===== src/daq_pkg.sv =====
/*
  Shared constants and carrier types for the add-on control logic of the
  acquisition card: register offsets, field positions, codes and timing.
  Assumes one 100 MHz system clock and a bridge that presents decoded I/O cycles.
*/
package daq_pkg;

  // Clocking
  localparam int unsigned SYS_CLK_HZ = 100_000_000;
  localparam int unsigned TMR_CLK_HZ = 4_000_000;
  localparam int unsigned TMR_DIV = SYS_CLK_HZ / TMR_CLK_HZ;
  localparam int unsigned TMR_HALF = TMR_DIV / 2;
  localparam logic [4:0] TMR_DIV_LAST = 5'(TMR_DIV - 1);
  localparam logic [4:0] TMR_DIV_HALF = 5'(TMR_HALF);

  // Add-on section offsets
  localparam logic [6:0] OFS_TIMER0 = 7'h00;
  localparam logic [6:0] OFS_TIMER1 = 7'h04;
  localparam logic [6:0] OFS_TIMER2 = 7'h08;
  localparam logic [6:0] OFS_TIMER_CTL = 7'h0c;
  localparam logic [6:0] OFS_CHAN_STATUS = 7'h10;
  localparam logic [6:0] OFS_GAIN = 7'h14;
  localparam logic [6:0] OFS_TRIG_IRQ_CTL = 7'h18;
  localparam logic [6:0] OFS_SOFT_START = 7'h1c;
  localparam logic [6:0] OFS_DIGITAL = 7'h20;
  localparam logic [6:0] OFS_RESULT = 7'h30;
  // Bridge section offset
  localparam logic [6:0] OFS_HOST_IRQ_GATE = 7'h4c;

  // Bridge interrupt gate fields
  localparam int unsigned GATE_EN_BIT = 6;
  localparam int unsigned GATE_FLAG_BIT = 2;
  localparam logic [6:0] GATE_RESET = 7'h00;

  // Status fields
  localparam int unsigned ST_GAIN_LSB = 6;
  localparam int unsigned ST_T1_BIT = 5;
  localparam int unsigned ST_T0_BIT = 4;
  localparam int unsigned ST_T2_BIT = 3;
  localparam int unsigned ST_SE_BIT = 1;
  localparam int unsigned ST_IDLE_BIT = 0;

  // Result word fields
  localparam int unsigned RES_TAG_LSB = 12;

  // Control register fields and reset values
  localparam int unsigned CTL_SRC_LSB = 2;
  localparam logic [4:0] CHAN_RESET = 5'h00;
  localparam logic [1:0] GAIN_RESET = 2'h0;

  typedef enum logic [2:0] {
    SRC_NONE = 3'h0,
    SRC_CONV_DONE = 3'h1,
    SRC_T0_FALL = 3'h2,
    SRC_EXT_FALL = 3'h3,
    SRC_T1_FALL = 3'h4
  } daq_src_e;

  typedef enum logic [1:0] {
    TRIG_GENERAL = 2'h0,
    TRIG_EXT_EDGE = 2'h1,
    TRIG_PRE = 2'h2,
    TRIG_POST = 2'h3
  } daq_trig_e;

  typedef enum logic [2:0] {
    SEQ_OFF = 3'b001,
    SEQ_WAIT = 3'b010,
    SEQ_RUN = 3'b100
  } daq_seq_e;

  // One I/O cycle as decoded by the bridge
  typedef struct packed {
    logic sel_bridge;
    logic sel_addon;
    logic rd;
    logic wr;
    logic [6:0] addr;
    logic [31:0] wdata;
  } daq_io_req_s;

  // Converter side
  typedef struct packed {
    logic done;
    logic [11:0] data;
  } daq_adc_s;

  typedef struct packed {
    logic t0;
    logic t1;
    logic t2;
  } daq_tmr_out_s;

endpackage : daq_pkg

===== src/daq_addon_ctl.sv =====
/*
  Add-on control logic: register window, channel and gain select, status,
  digital ports, tagged result buffer, trigger source and interrupt source.
  Assumes the bridge delivers one-cycle rd/wr strobes synchronous to clk_sys,
  timers and converter sit outside, and all pin inputs are synchronous.
*/
// How it works
// - In general mode a write to 0x1C starts a conversion; a read of 0x1C clears the interrupt.
// - After reset the bridge interrupt gate is disabled, no host interrupt.
// - Gate bit 2 is read-only and shows the pending add-on interrupt.
// - Offset 0x20 writes the digital output latch, reads the digital input lines.
// - Result word: 12-bit value in bits 11-0, channel low bits in 15-12.
// - Status gives gain in 7-6, timers in 5,4,3, wiring type in bit 1.
// - Status bit 0 is zero while converting, one when idle.
// - Write to 0x10 selects channel: five bits single-ended, four bits differential.
// - Write to 0x14 keeps low two bits as gain code.
// - Channel and gain selections clear to zero on reset.
// - Control at 0x18: bits 4-2 interrupt source, bits 1-0 trigger method.
// - Sources: 1 done, 2 timer0 fall, 3 external fall, 4 timer1 fall; others off.
// - Methods: 0 general, 1 external edge, 2 pre-trigger, 3 post-trigger.
// - General mode triggers on timer 0 output and software writes.
// - External edge mode: one trigger per external falling edge.
// - Pre-trigger: timer 1 on and triggering until external falling edge, then stop.
// - Post-trigger: timer 1 held off until external falling edge, then triggers.
// - A write changing the trigger method ends any pre or post sequence.
// - Trigger method clears to general mode on reset.
// - Timer block clock is 4 MHz, one count per 0.25 us.
`timescale 1ns/1ps

module daq_addon_ctl (
  input wire logic clk_sys,
  input wire logic srst,
  input wire daq_pkg::daq_io_req_s io_req,
  output logic [31:0] io_rdata_r,
  output logic io_rvalid_r,
  input wire logic [15:0] parallel_input_lines,
  output logic [15:0] dout_r,
  input wire logic single_ended,
  input wire logic ext_trig,
  input wire daq_pkg::daq_tmr_out_s tmr_out,
  output logic tmr_clk_r,
  output logic tmr1_gate_r,
  input wire daq_pkg::daq_adc_s adc_in,
  output logic adc_start_r,
  output logic [4:0] chan_sel_r,
  output logic [1:0] gain_r,
  output logic host_irq_n_r
);
  import daq_pkg::*;

  logic [6:0] gate_r;
  logic [2:0] src_r;
  daq_trig_e trig_r;
  daq_seq_e seq_r;
  daq_seq_e seq_nxt;
  logic [3:0] tag_r;
  logic [15:0] result_r;
  logic busy_r;
  logic irq_pend_r;
  logic ext_d_r;
  logic t0_d_r;
  logic t1_d_r;
  logic [4:0] div_r;

  logic add_wr;
  logic add_rd;
  logic br_wr;
  logic br_rd;
  logic ext_fall;
  logic t0_rise;
  logic t0_fall;
  logic t1_rise;
  logic t1_fall;
  logic soft_trig;
  logic ctl_wr;
  logic irq_evt;
  logic irq_clr;
  logic trig_now;
  logic [31:0] rdata_nxt;
  logic [7:0] status;

  assign add_wr = io_req.sel_addon & io_req.wr;
  assign add_rd = io_req.sel_addon & io_req.rd;
  assign br_wr = io_req.sel_bridge & io_req.wr;
  assign br_rd = io_req.sel_bridge & io_req.rd;

  assign ext_fall = ext_d_r & ~ext_trig;
  assign t0_rise = ~t0_d_r & tmr_out.t0;
  assign t0_fall = t0_d_r & ~tmr_out.t0;
  assign t1_rise = ~t1_d_r & tmr_out.t1;
  assign t1_fall = t1_d_r & ~tmr_out.t1;

  assign soft_trig = add_wr && io_req.addr == OFS_SOFT_START;
  assign irq_clr = add_rd && io_req.addr == OFS_SOFT_START;
  assign ctl_wr = add_wr && io_req.addr == OFS_TRIG_IRQ_CTL;

  // Edge history of the synchronous inputs
  always_ff @(posedge clk_sys) begin
    if (srst) begin
      ext_d_r <= 1'b1;
      t0_d_r <= 1'b0;
      t1_d_r <= 1'b0;
    end else begin
      ext_d_r <= ext_trig;
      t0_d_r <= tmr_out.t0;
      t1_d_r <= tmr_out.t1;
    end
  end

  // Timer block clock divider
  always_ff @(posedge clk_sys) begin
    if (srst) begin
      div_r <= 5'h00;
      tmr_clk_r <= 1'b0;
    end else begin
      if (div_r == TMR_DIV_LAST) begin
        div_r <= 5'h00;
      end else begin
        div_r <= div_r + 5'h01;
      end
      tmr_clk_r <= (div_r < TMR_DIV_HALF);
    end
  end

  // Bridge interrupt gate register
  always_ff @(posedge clk_sys) begin
    if (srst) begin
      gate_r <= GATE_RESET;
    end else if (br_wr && io_req.addr == OFS_HOST_IRQ_GATE) begin
      gate_r <= io_req.wdata[6:0];
    end
  end

  // Channel select, masked by the wiring strap at write time
  always_ff @(posedge clk_sys) begin
    if (srst) begin
      chan_sel_r <= CHAN_RESET;
    end else if (add_wr && io_req.addr == OFS_CHAN_STATUS) begin
      if (single_ended) begin
        chan_sel_r <= io_req.wdata[4:0];
      end else begin
        chan_sel_r <= {1'b0, io_req.wdata[3:0]};
      end
    end
  end

  // Gain code
  always_ff @(posedge clk_sys) begin
    if (srst) begin
      gain_r <= GAIN_RESET;
    end else if (add_wr && io_req.addr == OFS_GAIN) begin
      gain_r <= io_req.wdata[1:0];
    end
  end

  // Digital output latch
  always_ff @(posedge clk_sys) begin
    if (srst) begin
      dout_r <= 16'h0000;
    end else if (add_wr && io_req.addr == OFS_DIGITAL) begin
      dout_r <= io_req.wdata[15:0];
    end
  end

  // Trigger method
  always_ff @(posedge clk_sys) begin
    if (srst) begin
      trig_r <= TRIG_GENERAL;
    end else if (ctl_wr) begin
      trig_r <= daq_trig_e'(io_req.wdata[1:0]);
    end
  end

  // Interrupt source
  always_ff @(posedge clk_sys) begin
    if (srst) begin
      src_r <= SRC_NONE;
    end else if (ctl_wr) begin
      src_r <= io_req.wdata[CTL_SRC_LSB +: 3];
    end
  end

  // Pre and post trigger sequence
  always_comb begin
    seq_nxt = seq_r;
    if (ctl_wr && io_req.wdata[1:0] != trig_r) begin
      unique case (daq_trig_e'(io_req.wdata[1:0]))
        TRIG_PRE: seq_nxt = SEQ_RUN;
        TRIG_POST: seq_nxt = SEQ_WAIT;
        TRIG_GENERAL,
        TRIG_EXT_EDGE: seq_nxt = SEQ_OFF;
      endcase
    end else begin
      unique case (seq_r)
        SEQ_OFF: seq_nxt = SEQ_OFF;
        SEQ_WAIT: begin
          if (ext_fall) begin
            seq_nxt = SEQ_RUN;
          end
        end
        SEQ_RUN: begin
          if (trig_r == TRIG_PRE && ext_fall) begin
            seq_nxt = SEQ_OFF;
          end
        end
        default: seq_nxt = SEQ_OFF;
      endcase
    end
  end

  // Timer 1 gate follows the next sequence state
  always_ff @(posedge clk_sys) begin
    if (srst) begin
      seq_r <= SEQ_OFF;
      tmr1_gate_r <= 1'b0;
    end else begin
      seq_r <= seq_nxt;
      tmr1_gate_r <= (seq_nxt == SEQ_RUN);
    end
  end

  // Conversion trigger selection
  always_comb begin
    trig_now = 1'b0;
    unique case (trig_r)
      TRIG_GENERAL: trig_now = t0_rise | soft_trig;
      TRIG_EXT_EDGE: trig_now = ext_fall;
      TRIG_PRE,
      TRIG_POST: trig_now = (seq_r == SEQ_RUN) & t1_rise;
    endcase
  end

  // Converter start pulse, one cycle per trigger
  always_ff @(posedge clk_sys) begin
    if (srst) begin
      adc_start_r <= 1'b0;
    end else begin
      adc_start_r <= trig_now;
    end
  end

  // Busy flag; a new trigger wins over a finishing conversion
  always_ff @(posedge clk_sys) begin
    if (srst) begin
      busy_r <= 1'b0;
    end else if (trig_now) begin
      busy_r <= 1'b1;
    end else if (adc_in.done) begin
      busy_r <= 1'b0;
    end
  end

  // Channel tag held from trigger to result
  always_ff @(posedge clk_sys) begin
    if (srst) begin
      tag_r <= 4'h0;
    end else if (trig_now) begin
      tag_r <= chan_sel_r[3:0];
    end
  end

  // Result word: channel tag over the converted value
  always_ff @(posedge clk_sys) begin
    if (srst) begin
      result_r <= 16'h0000;
    end else if (adc_in.done) begin
      result_r <= {tag_r, adc_in.data};
    end
  end

  // Add-on interrupt source and pending flag
  always_comb begin
    irq_evt = 1'b0;
    unique case (src_r)
      SRC_CONV_DONE: irq_evt = adc_in.done;
      SRC_T0_FALL: irq_evt = t0_fall;
      SRC_EXT_FALL: irq_evt = ext_fall;
      SRC_T1_FALL: irq_evt = t1_fall;
      default: irq_evt = 1'b0;
    endcase
  end

  // Set wins over clear so an event in the clear cycle is kept
  always_ff @(posedge clk_sys) begin
    if (srst) begin
      irq_pend_r <= 1'b0;
    end else if (irq_evt) begin
      irq_pend_r <= 1'b1;
    end else if (irq_clr) begin
      irq_pend_r <= 1'b0;
    end
  end

  // Host request gated by the bridge enable bit
  always_ff @(posedge clk_sys) begin
    if (srst) begin
      host_irq_n_r <= 1'b1;
    end else begin
      host_irq_n_r <= ~(gate_r[GATE_EN_BIT] & irq_pend_r);
    end
  end

  // Status byte
  always_comb begin
    status = 8'h00;
    status[ST_GAIN_LSB +: 2] = gain_r;
    status[ST_T1_BIT] = tmr_out.t1;
    status[ST_T0_BIT] = tmr_out.t0;
    status[ST_T2_BIT] = tmr_out.t2;
    status[ST_SE_BIT] = single_ended;
    status[ST_IDLE_BIT] = ~busy_r;
  end

  // Read multiplexer
  always_comb begin
    rdata_nxt = 32'h0000_0000;
    if (br_rd && io_req.addr == OFS_HOST_IRQ_GATE) begin
      rdata_nxt[6:0] = gate_r;
      rdata_nxt[GATE_FLAG_BIT] = irq_pend_r;
    end else if (add_rd) begin
      unique case (io_req.addr)
        OFS_CHAN_STATUS: rdata_nxt[7:0] = status;
        OFS_DIGITAL: rdata_nxt[15:0] = parallel_input_lines;
        OFS_RESULT: rdata_nxt[15:0] = result_r;
        default: rdata_nxt = 32'h0000_0000;
      endcase
    end
  end

  // Read data stands one cycle, then returns to zero
  always_ff @(posedge clk_sys) begin
    if (srst) begin
      io_rdata_r <= 32'h0000_0000;
      io_rvalid_r <= 1'b0;
    end else begin
      io_rdata_r <= rdata_nxt;
      io_rvalid_r <= br_rd | add_rd;
    end
  end

endmodule : daq_addon_ctl


===== config.mk =====
export PLATFORM = sky130hd
export DESIGN_NAME = daq_addon_ctl
export DESIGN_NICKNAME = d
export VERILOG_FILES = /design/src/daq_pkg.sv /design/src/daq_addon_ctl.sv
export SDC_FILE = /design/constraint.sdc
export NUM_CORES = 1
export LEC_CHECK = 0
export BUFFER_PORTS_ARGS = -buffer_cell sky130_fd_sc_hd__clkbuf_2
export CAP_MARGIN = 25
export CORE_MARGIN = 4
export CORE_UTILIZATION = 52
export DETAILED_ROUTE_END_ITERATION = 6
export PLACE_DENSITY = 0.84
export SLEW_MARGIN = 20
export SYNTH_ARGS = -nofsm -noshare
export SYNTH_HDL_FRONTEND = slang
export SYNTH_SLANG_ARGS = --single-unit
export TNS_END_PERCENT = 20

===== constraint.sdc =====
create_clock -name clk_sys -period 5.44 [get_ports clk_sys]
set_input_delay 0.816 -clock clk_sys [delete_from_list [all_inputs] [get_ports clk_sys]]
set_output_delay 0.816 -clock clk_sys [all_outputs]
set_load 0.05 [all_outputs]

### Word-level counts from Yosys, hierarchy flattened

Cells that the tools add are included.

| cells by class | value |
|---|---|
| $add $sub $neg | 1 |
| magnitude comparators | 1 |
| equal/unequal tests | 22 |
| multiplexer cells | 16 |
| bitwise logic cells | 21 |
| reductions and logical operators | 19 |

Operators by type and width:

| kind | count |
|---|---|
| == test 7 x 5 -> 1 bit (second input constant) | 4 |
| one-hot mux 8 bit (3 select lines) | 1 |
| one-hot mux 8 bit (2 select lines) | 1 |
| == test 7 x 6 -> 1 bit (second input constant) | 2 |
| two-way mux 7 bit | 2 |
| bitwise AND 1 bit | 11 |
| logical AND 1 bit | 10 |
| == test 3 x 2 -> 1 bit (second input constant) | 3 |
| == test 3 bit (second input constant) | 3 |
| two-way mux 3 bit | 3 |
| one-hot mux 3 bit (3 select lines) | 1 |
| == test 2 bit (second input constant) | 4 |
| inverter 1 bit | 8 |
| OR reduction 2 bit | 4 |
| == test 7 bit (second input constant) | 1 |
| one-hot mux 3 bit (2 select lines) | 1 |
| adder 5 x 1 -> 5 bit (second input constant) | 1 |
| == test 5 bit (second input constant) | 1 |
| < comparator 5 x 4 -> 1 bit (second input constant) | 1 |
| two-way mux 5 bit | 1 |
| == test 2 x 1 -> 1 bit (second input constant) | 2 |
| zero test 2 bit | 2 |
| two-way mux 1 bit | 4 |
| one-hot mux 1 bit (4 select lines) | 1 |
| 6 further kinds | 8 |

| storage, ports and cells | value |
|---|---|
| register bits | 105 |
| output and inout port bits | 60 |

### Logic depth before layout (Yosys ltp)

| logic depth | value |
|---|---|
| depth after elaboration | 7 |
| depth in mapped cells | 6 |
| gate-level depth less buffers | 4 |

### Worst setup path before layout

Ideal clock, no wire load.

| path | value |
|---|---|
| path kind | input to register |
| from | in io_req[33] (netlist bit) |
| to | reg dout_r[14] |
| arrival | 2.291 ns |
| path slack | 3.022 ns |
| stages | 5 |
| cells stage by stage | or4_4 nor4_4 buf_6 mux2i_1 nor2_1 |

| between the ends | value |
|---|---|
| longest elaborated chain between the ends | 2 |

RTL lines:

| what | RTL line | source |
|---|---|---|
| start: declaration | daq_addon_ctl.sv:33 | `input wire daq_pkg::daq_io_req_s io_req,` |
| == test 7 x 6 -> 1 bit | daq_addon_ctl.sv:160 | `end else if (add_wr && io_req.addr == OFS_DIGITAL) begin` |
| logical AND 1 bit | daq_addon_ctl.sv:160 |  |
| end signal: assignment | daq_addon_ctl.sv:161 | `dout_r <= io_req.wdata[15:0];` |
| end: declaration | daq_addon_ctl.sv:37 | `output logic [15:0] dout_r,` |

Every way passes these cells.
A chain may end at the register's enable or synchronous reset.

### Worst setup path in the final report

| path | value |
|---|---|
| from | in io_req[36] (netlist bit) |
| to | reg chan_sel_r[4] |

| between the ends | value |
|---|---|
| longest elaborated chain between the ends | 2 |

RTL lines:

| what | RTL line | source |
|---|---|---|
| == test 7 x 5 -> 1 bit | daq_addon_ctl.sv:138 | `end else if (add_wr && io_req.addr == OFS_CHAN_STATUS) begin` |
| logical AND 1 bit | daq_addon_ctl.sv:138 |  |
| end signal: assignment | daq_addon_ctl.sv:140 | `chan_sel_r <= io_req.wdata[4:0];` |
| end signal: assignment | daq_addon_ctl.sv:142 | `chan_sel_r <= {1'b0, io_req.wdata[3:0]};` |
| end: declaration | daq_addon_ctl.sv:45 | `output logic [4:0] chan_sel_r,` |

Every way passes these cells.

==> flow_summary.yaml <==
final_layout:
  final_common_cell: "clkbuf_2"
  final_cell_mix: "106 x clkbuf_2, 88 x dfxtp_1, 71 x nor2_1"
  drive_above_1_share_pct: 30.5
  diodes: 0
  finalNetCount: 538
  nFillCells: 598
  area_growth_pct: 19.5
global_routing:
  grt_pass1_wl_mm: 13.4
  grt_most_used_layer: "met2"
  grt_overflow_total: 0
  grt_util_met1_pct: 23.9
  gr-usage-met2_pct: 33.4
  grt_pass1_vias: 2808
  antenna_found_initial: 0
  grt_max_degree: 72
  grt_usage_pct: 20.1
  grtUsageMet3_pct: 7.62
worst_hold_path:
  min_path_cells: 2
  min_path_type: "register to register"
  min-delay-start: "chan_sel_r[4]$_SDFFE_PP0P_"
  min_to: "chan_sel_r[4]$_SDFFE_PP0P_"
setup_path:
  worstSetupStartpointType: "primary input"
  critPathMaxStageDelay_ns: 0.82
  reg2reg_depth: 4
  worstSetupStartpoint: "io_req[36]"
  crit_fanout: 21
  cp_data_arrival_time_ns: 3.21
  reg2reg_from: "seq_r[1]$_SDFF_PP0_"
  cp.required_ns: 5.73
  crit_path_top_delay_cell: "nor4bb_1"
  critical_path.top_delay_family: "simple AND/OR/NAND/NOR gates"
  cp.depth: 5
  reg2reg_slack_ns: 3.56
  end_kind: "register"
  r2r_end: "tag_r[2]$_SDFFE_PP0P_"
  path_cells: "clkbuf_2 > nor4bb_1 > nand4b_1 > or2_2 > a21oi_1"
  cp.buffers_inverters: 1
  path_class: "primary input to register"
drt:
  drtIter0Drc: 132
  via_per_inst: 5.23
  drtPass1Iterations: 4
  routed_wl_mm: 8.26
  drc: 0
  vias: 2834
  ant_nets: 0
  wl_per_cell_um: 15.2
synthesis:
  yosysUniqueCellTypes: 44
  synthCells: 357
  ys_seq_area_share_pct: 48.7
  synthFlopType: "dfxtp_1"
  synth.avg_cell_area_sq_um: 10.1
  async_flop_share_pct: 0
  ys_seq_elements: 88
  synthesis.area_sq_mm: 0.00362
  yosysWarnings: 0
  synth_edf_count: 0
floorplanning:
  ioPinCount: 139
  num_rows: 30
  die_w_um: 91.4
  start_util_pct: 53.5
  core_area_sq_mm: 0.00676
  die_height_um: 91.4
  fp.dieArea_sq_mm: 0.00835
timing:
  post-route-period-util_pct: 53.7
  setup_ws_ns: 2.52
  skew_ns: 0.00975
  hold_violations: 0
  finalMaxSlewViolations: 0
  rsz0062_at_grt: "false"
  min_period_ns: 2.92
  maxSlewHeadroom_pct: 36.5
  fmax_mhz: 342
  tns_ns: 0
  timing.hold.ws_ns: 0.469
  worst_slew_pin_slew_ns: 0.939
  setup_viol: 0
clock_tree:
  cts_buffers: 9
  htreeDepth: 3
  clk_pin_slew_ns: 0.09
  clock_sinks: 88
  root_buffer: "clkbuf_8"
  cts_max_path_buffers: 2
  cts_tree: "done"
  postCtsSetupRepairBufs: 0
  hold_buffers: 0
  clock_latency_ns: 0.35
  post_cts_resize_count: 0
placed_design:
  post-place-ws_ns: 2.22
  routabilityCongestion: 0.827
  numPortBuffers: 106
  hpwl_mm: 6.03
power_and_ir_drop:
  leakage_uw: 0.00201
  p_per_area_mw_per_mm2: 287
  vdd_drop_max_v: 0.000161
status:
  status: "finished, final reports clean"
run:
  max_cap_violations: 0
[kinds of logic (layout without fill, tap and decap cells)]
logic type	after synthesis	count (layout)	share of synthesized area, %
xor gates and xnor gates	5	5	1.21
and+or+nand+nor	122	122	17.0
DFF	88	88	48.7
buffers and inverters	39	129	6.12
AOI/OAI and AO/OA	30	30	6.54
other	1	16	0.104
adders and majority gates	2	2	0.692
muxes	70	70	19.7
[metrics by stage]
step	cell area, sq um	power, uW	std cells	util, %
after detailed placement	4120	795	526	60.9
after CTS	4320	1250	542	63.9
after global placement	4120	792	526	60.9
after global routing	4320	1290	542	63.9
after floorplan	3670	765	372	-
final	4320	1240	542	63.9
[flip-flops by register name, indices dropped and copies added (netlist names), 2 cells and up]
register / cells
chan_sel_r: 5
div_r: 5
dout_r: 16
gain_r: 2
gate_r: 6
io_rdata_r: 16
result_r: 16
seq_r: 3
src_r: 3
tag_r: 4
trig_r: 2
[synthesized netlist by cell type (all sizes together), types with 3 or more instances]
cell type / instances / area share (%)
a22oi: 9 / 2.0
xor2: 4 / 0.97
nand4: 3 / 0.52
nand3: 5 / 0.69
buf: 21 / 4.3
mux2: 8 / 2.5
mux2i: 62 / 17
a211oi: 3 / 0.62
nor2: 71 / 7.4
nand2: 6 / 0.62
clkbuf: 13 / 1.3
inv: 5 / 0.52
nor2b: 6 / 1.0
nand2b: 13 / 2.2
o2bb2ai: 7 / 1.7
dfxtp: 88 / 49
[worst reg2reg max path, delay by kind of cell, from the launching register on]
kind,cells,cell delay (ns)
simple gates,2,0.80
compound gates,1,0.47
flops,1,0.32
mux,1,0.23
[report_power, final]
group	switching, uW	internal (uW)
Combinational	78.1	43.2
Clock	233	226
Sequential	5.66	654
[worst max-delay path by stage]
| stage | to | slack, ns |
|---|---|---|
| final | chan_sel_r[4]$_SDFFE_PP0P_ | 2.52 |
| after global routing | chan_sel_r[4]$_SDFFE_PP0P_ | 2.38 |
| after CTS | chan_sel_r[4]$_SDFFE_PP0P_ | 2.60 |
| after detailed placement | chan_sel_r[4]$_SDFFE_PP0P_ | 2.22 |
| after global placement | chan_sel_r[4]$_SDFFE_PP0P_ | 2.29 |
| after floorplan | dout_r[14]$_SDFFE_PP0P_ | 3.02 |
[layer usage]
| layer | wire [um] | up-vias |
|---|---|---|
| met2 | 4030 | 91 |
| met4 | 153 | 0 |
| met3 | 513 | 15 |
| li1 | - | 1397 |
| met1 | 3570 | 1331 |
| met5 | 0 | - |
[area by class of cell]
| cell class | instances | area, sq um | area share (%) |
|---|---|---|---|
| clock buffers | 10 | 138 | 3.19 |
| clock inverters | 6 | 67.6 | 1.56 |
| inverters | 5 | 18.8 | 0.434 |
| multi-input cells | 245 | 1690 | 39.1 |
| flip-flops and latches | 88 | 1760 | 40.8 |
| well taps | 80 | 100 | 2.32 |
| repair buffers | 108 | 546 | 12.6 |
No activity file was read; power rests on OpenSTA's default activity.
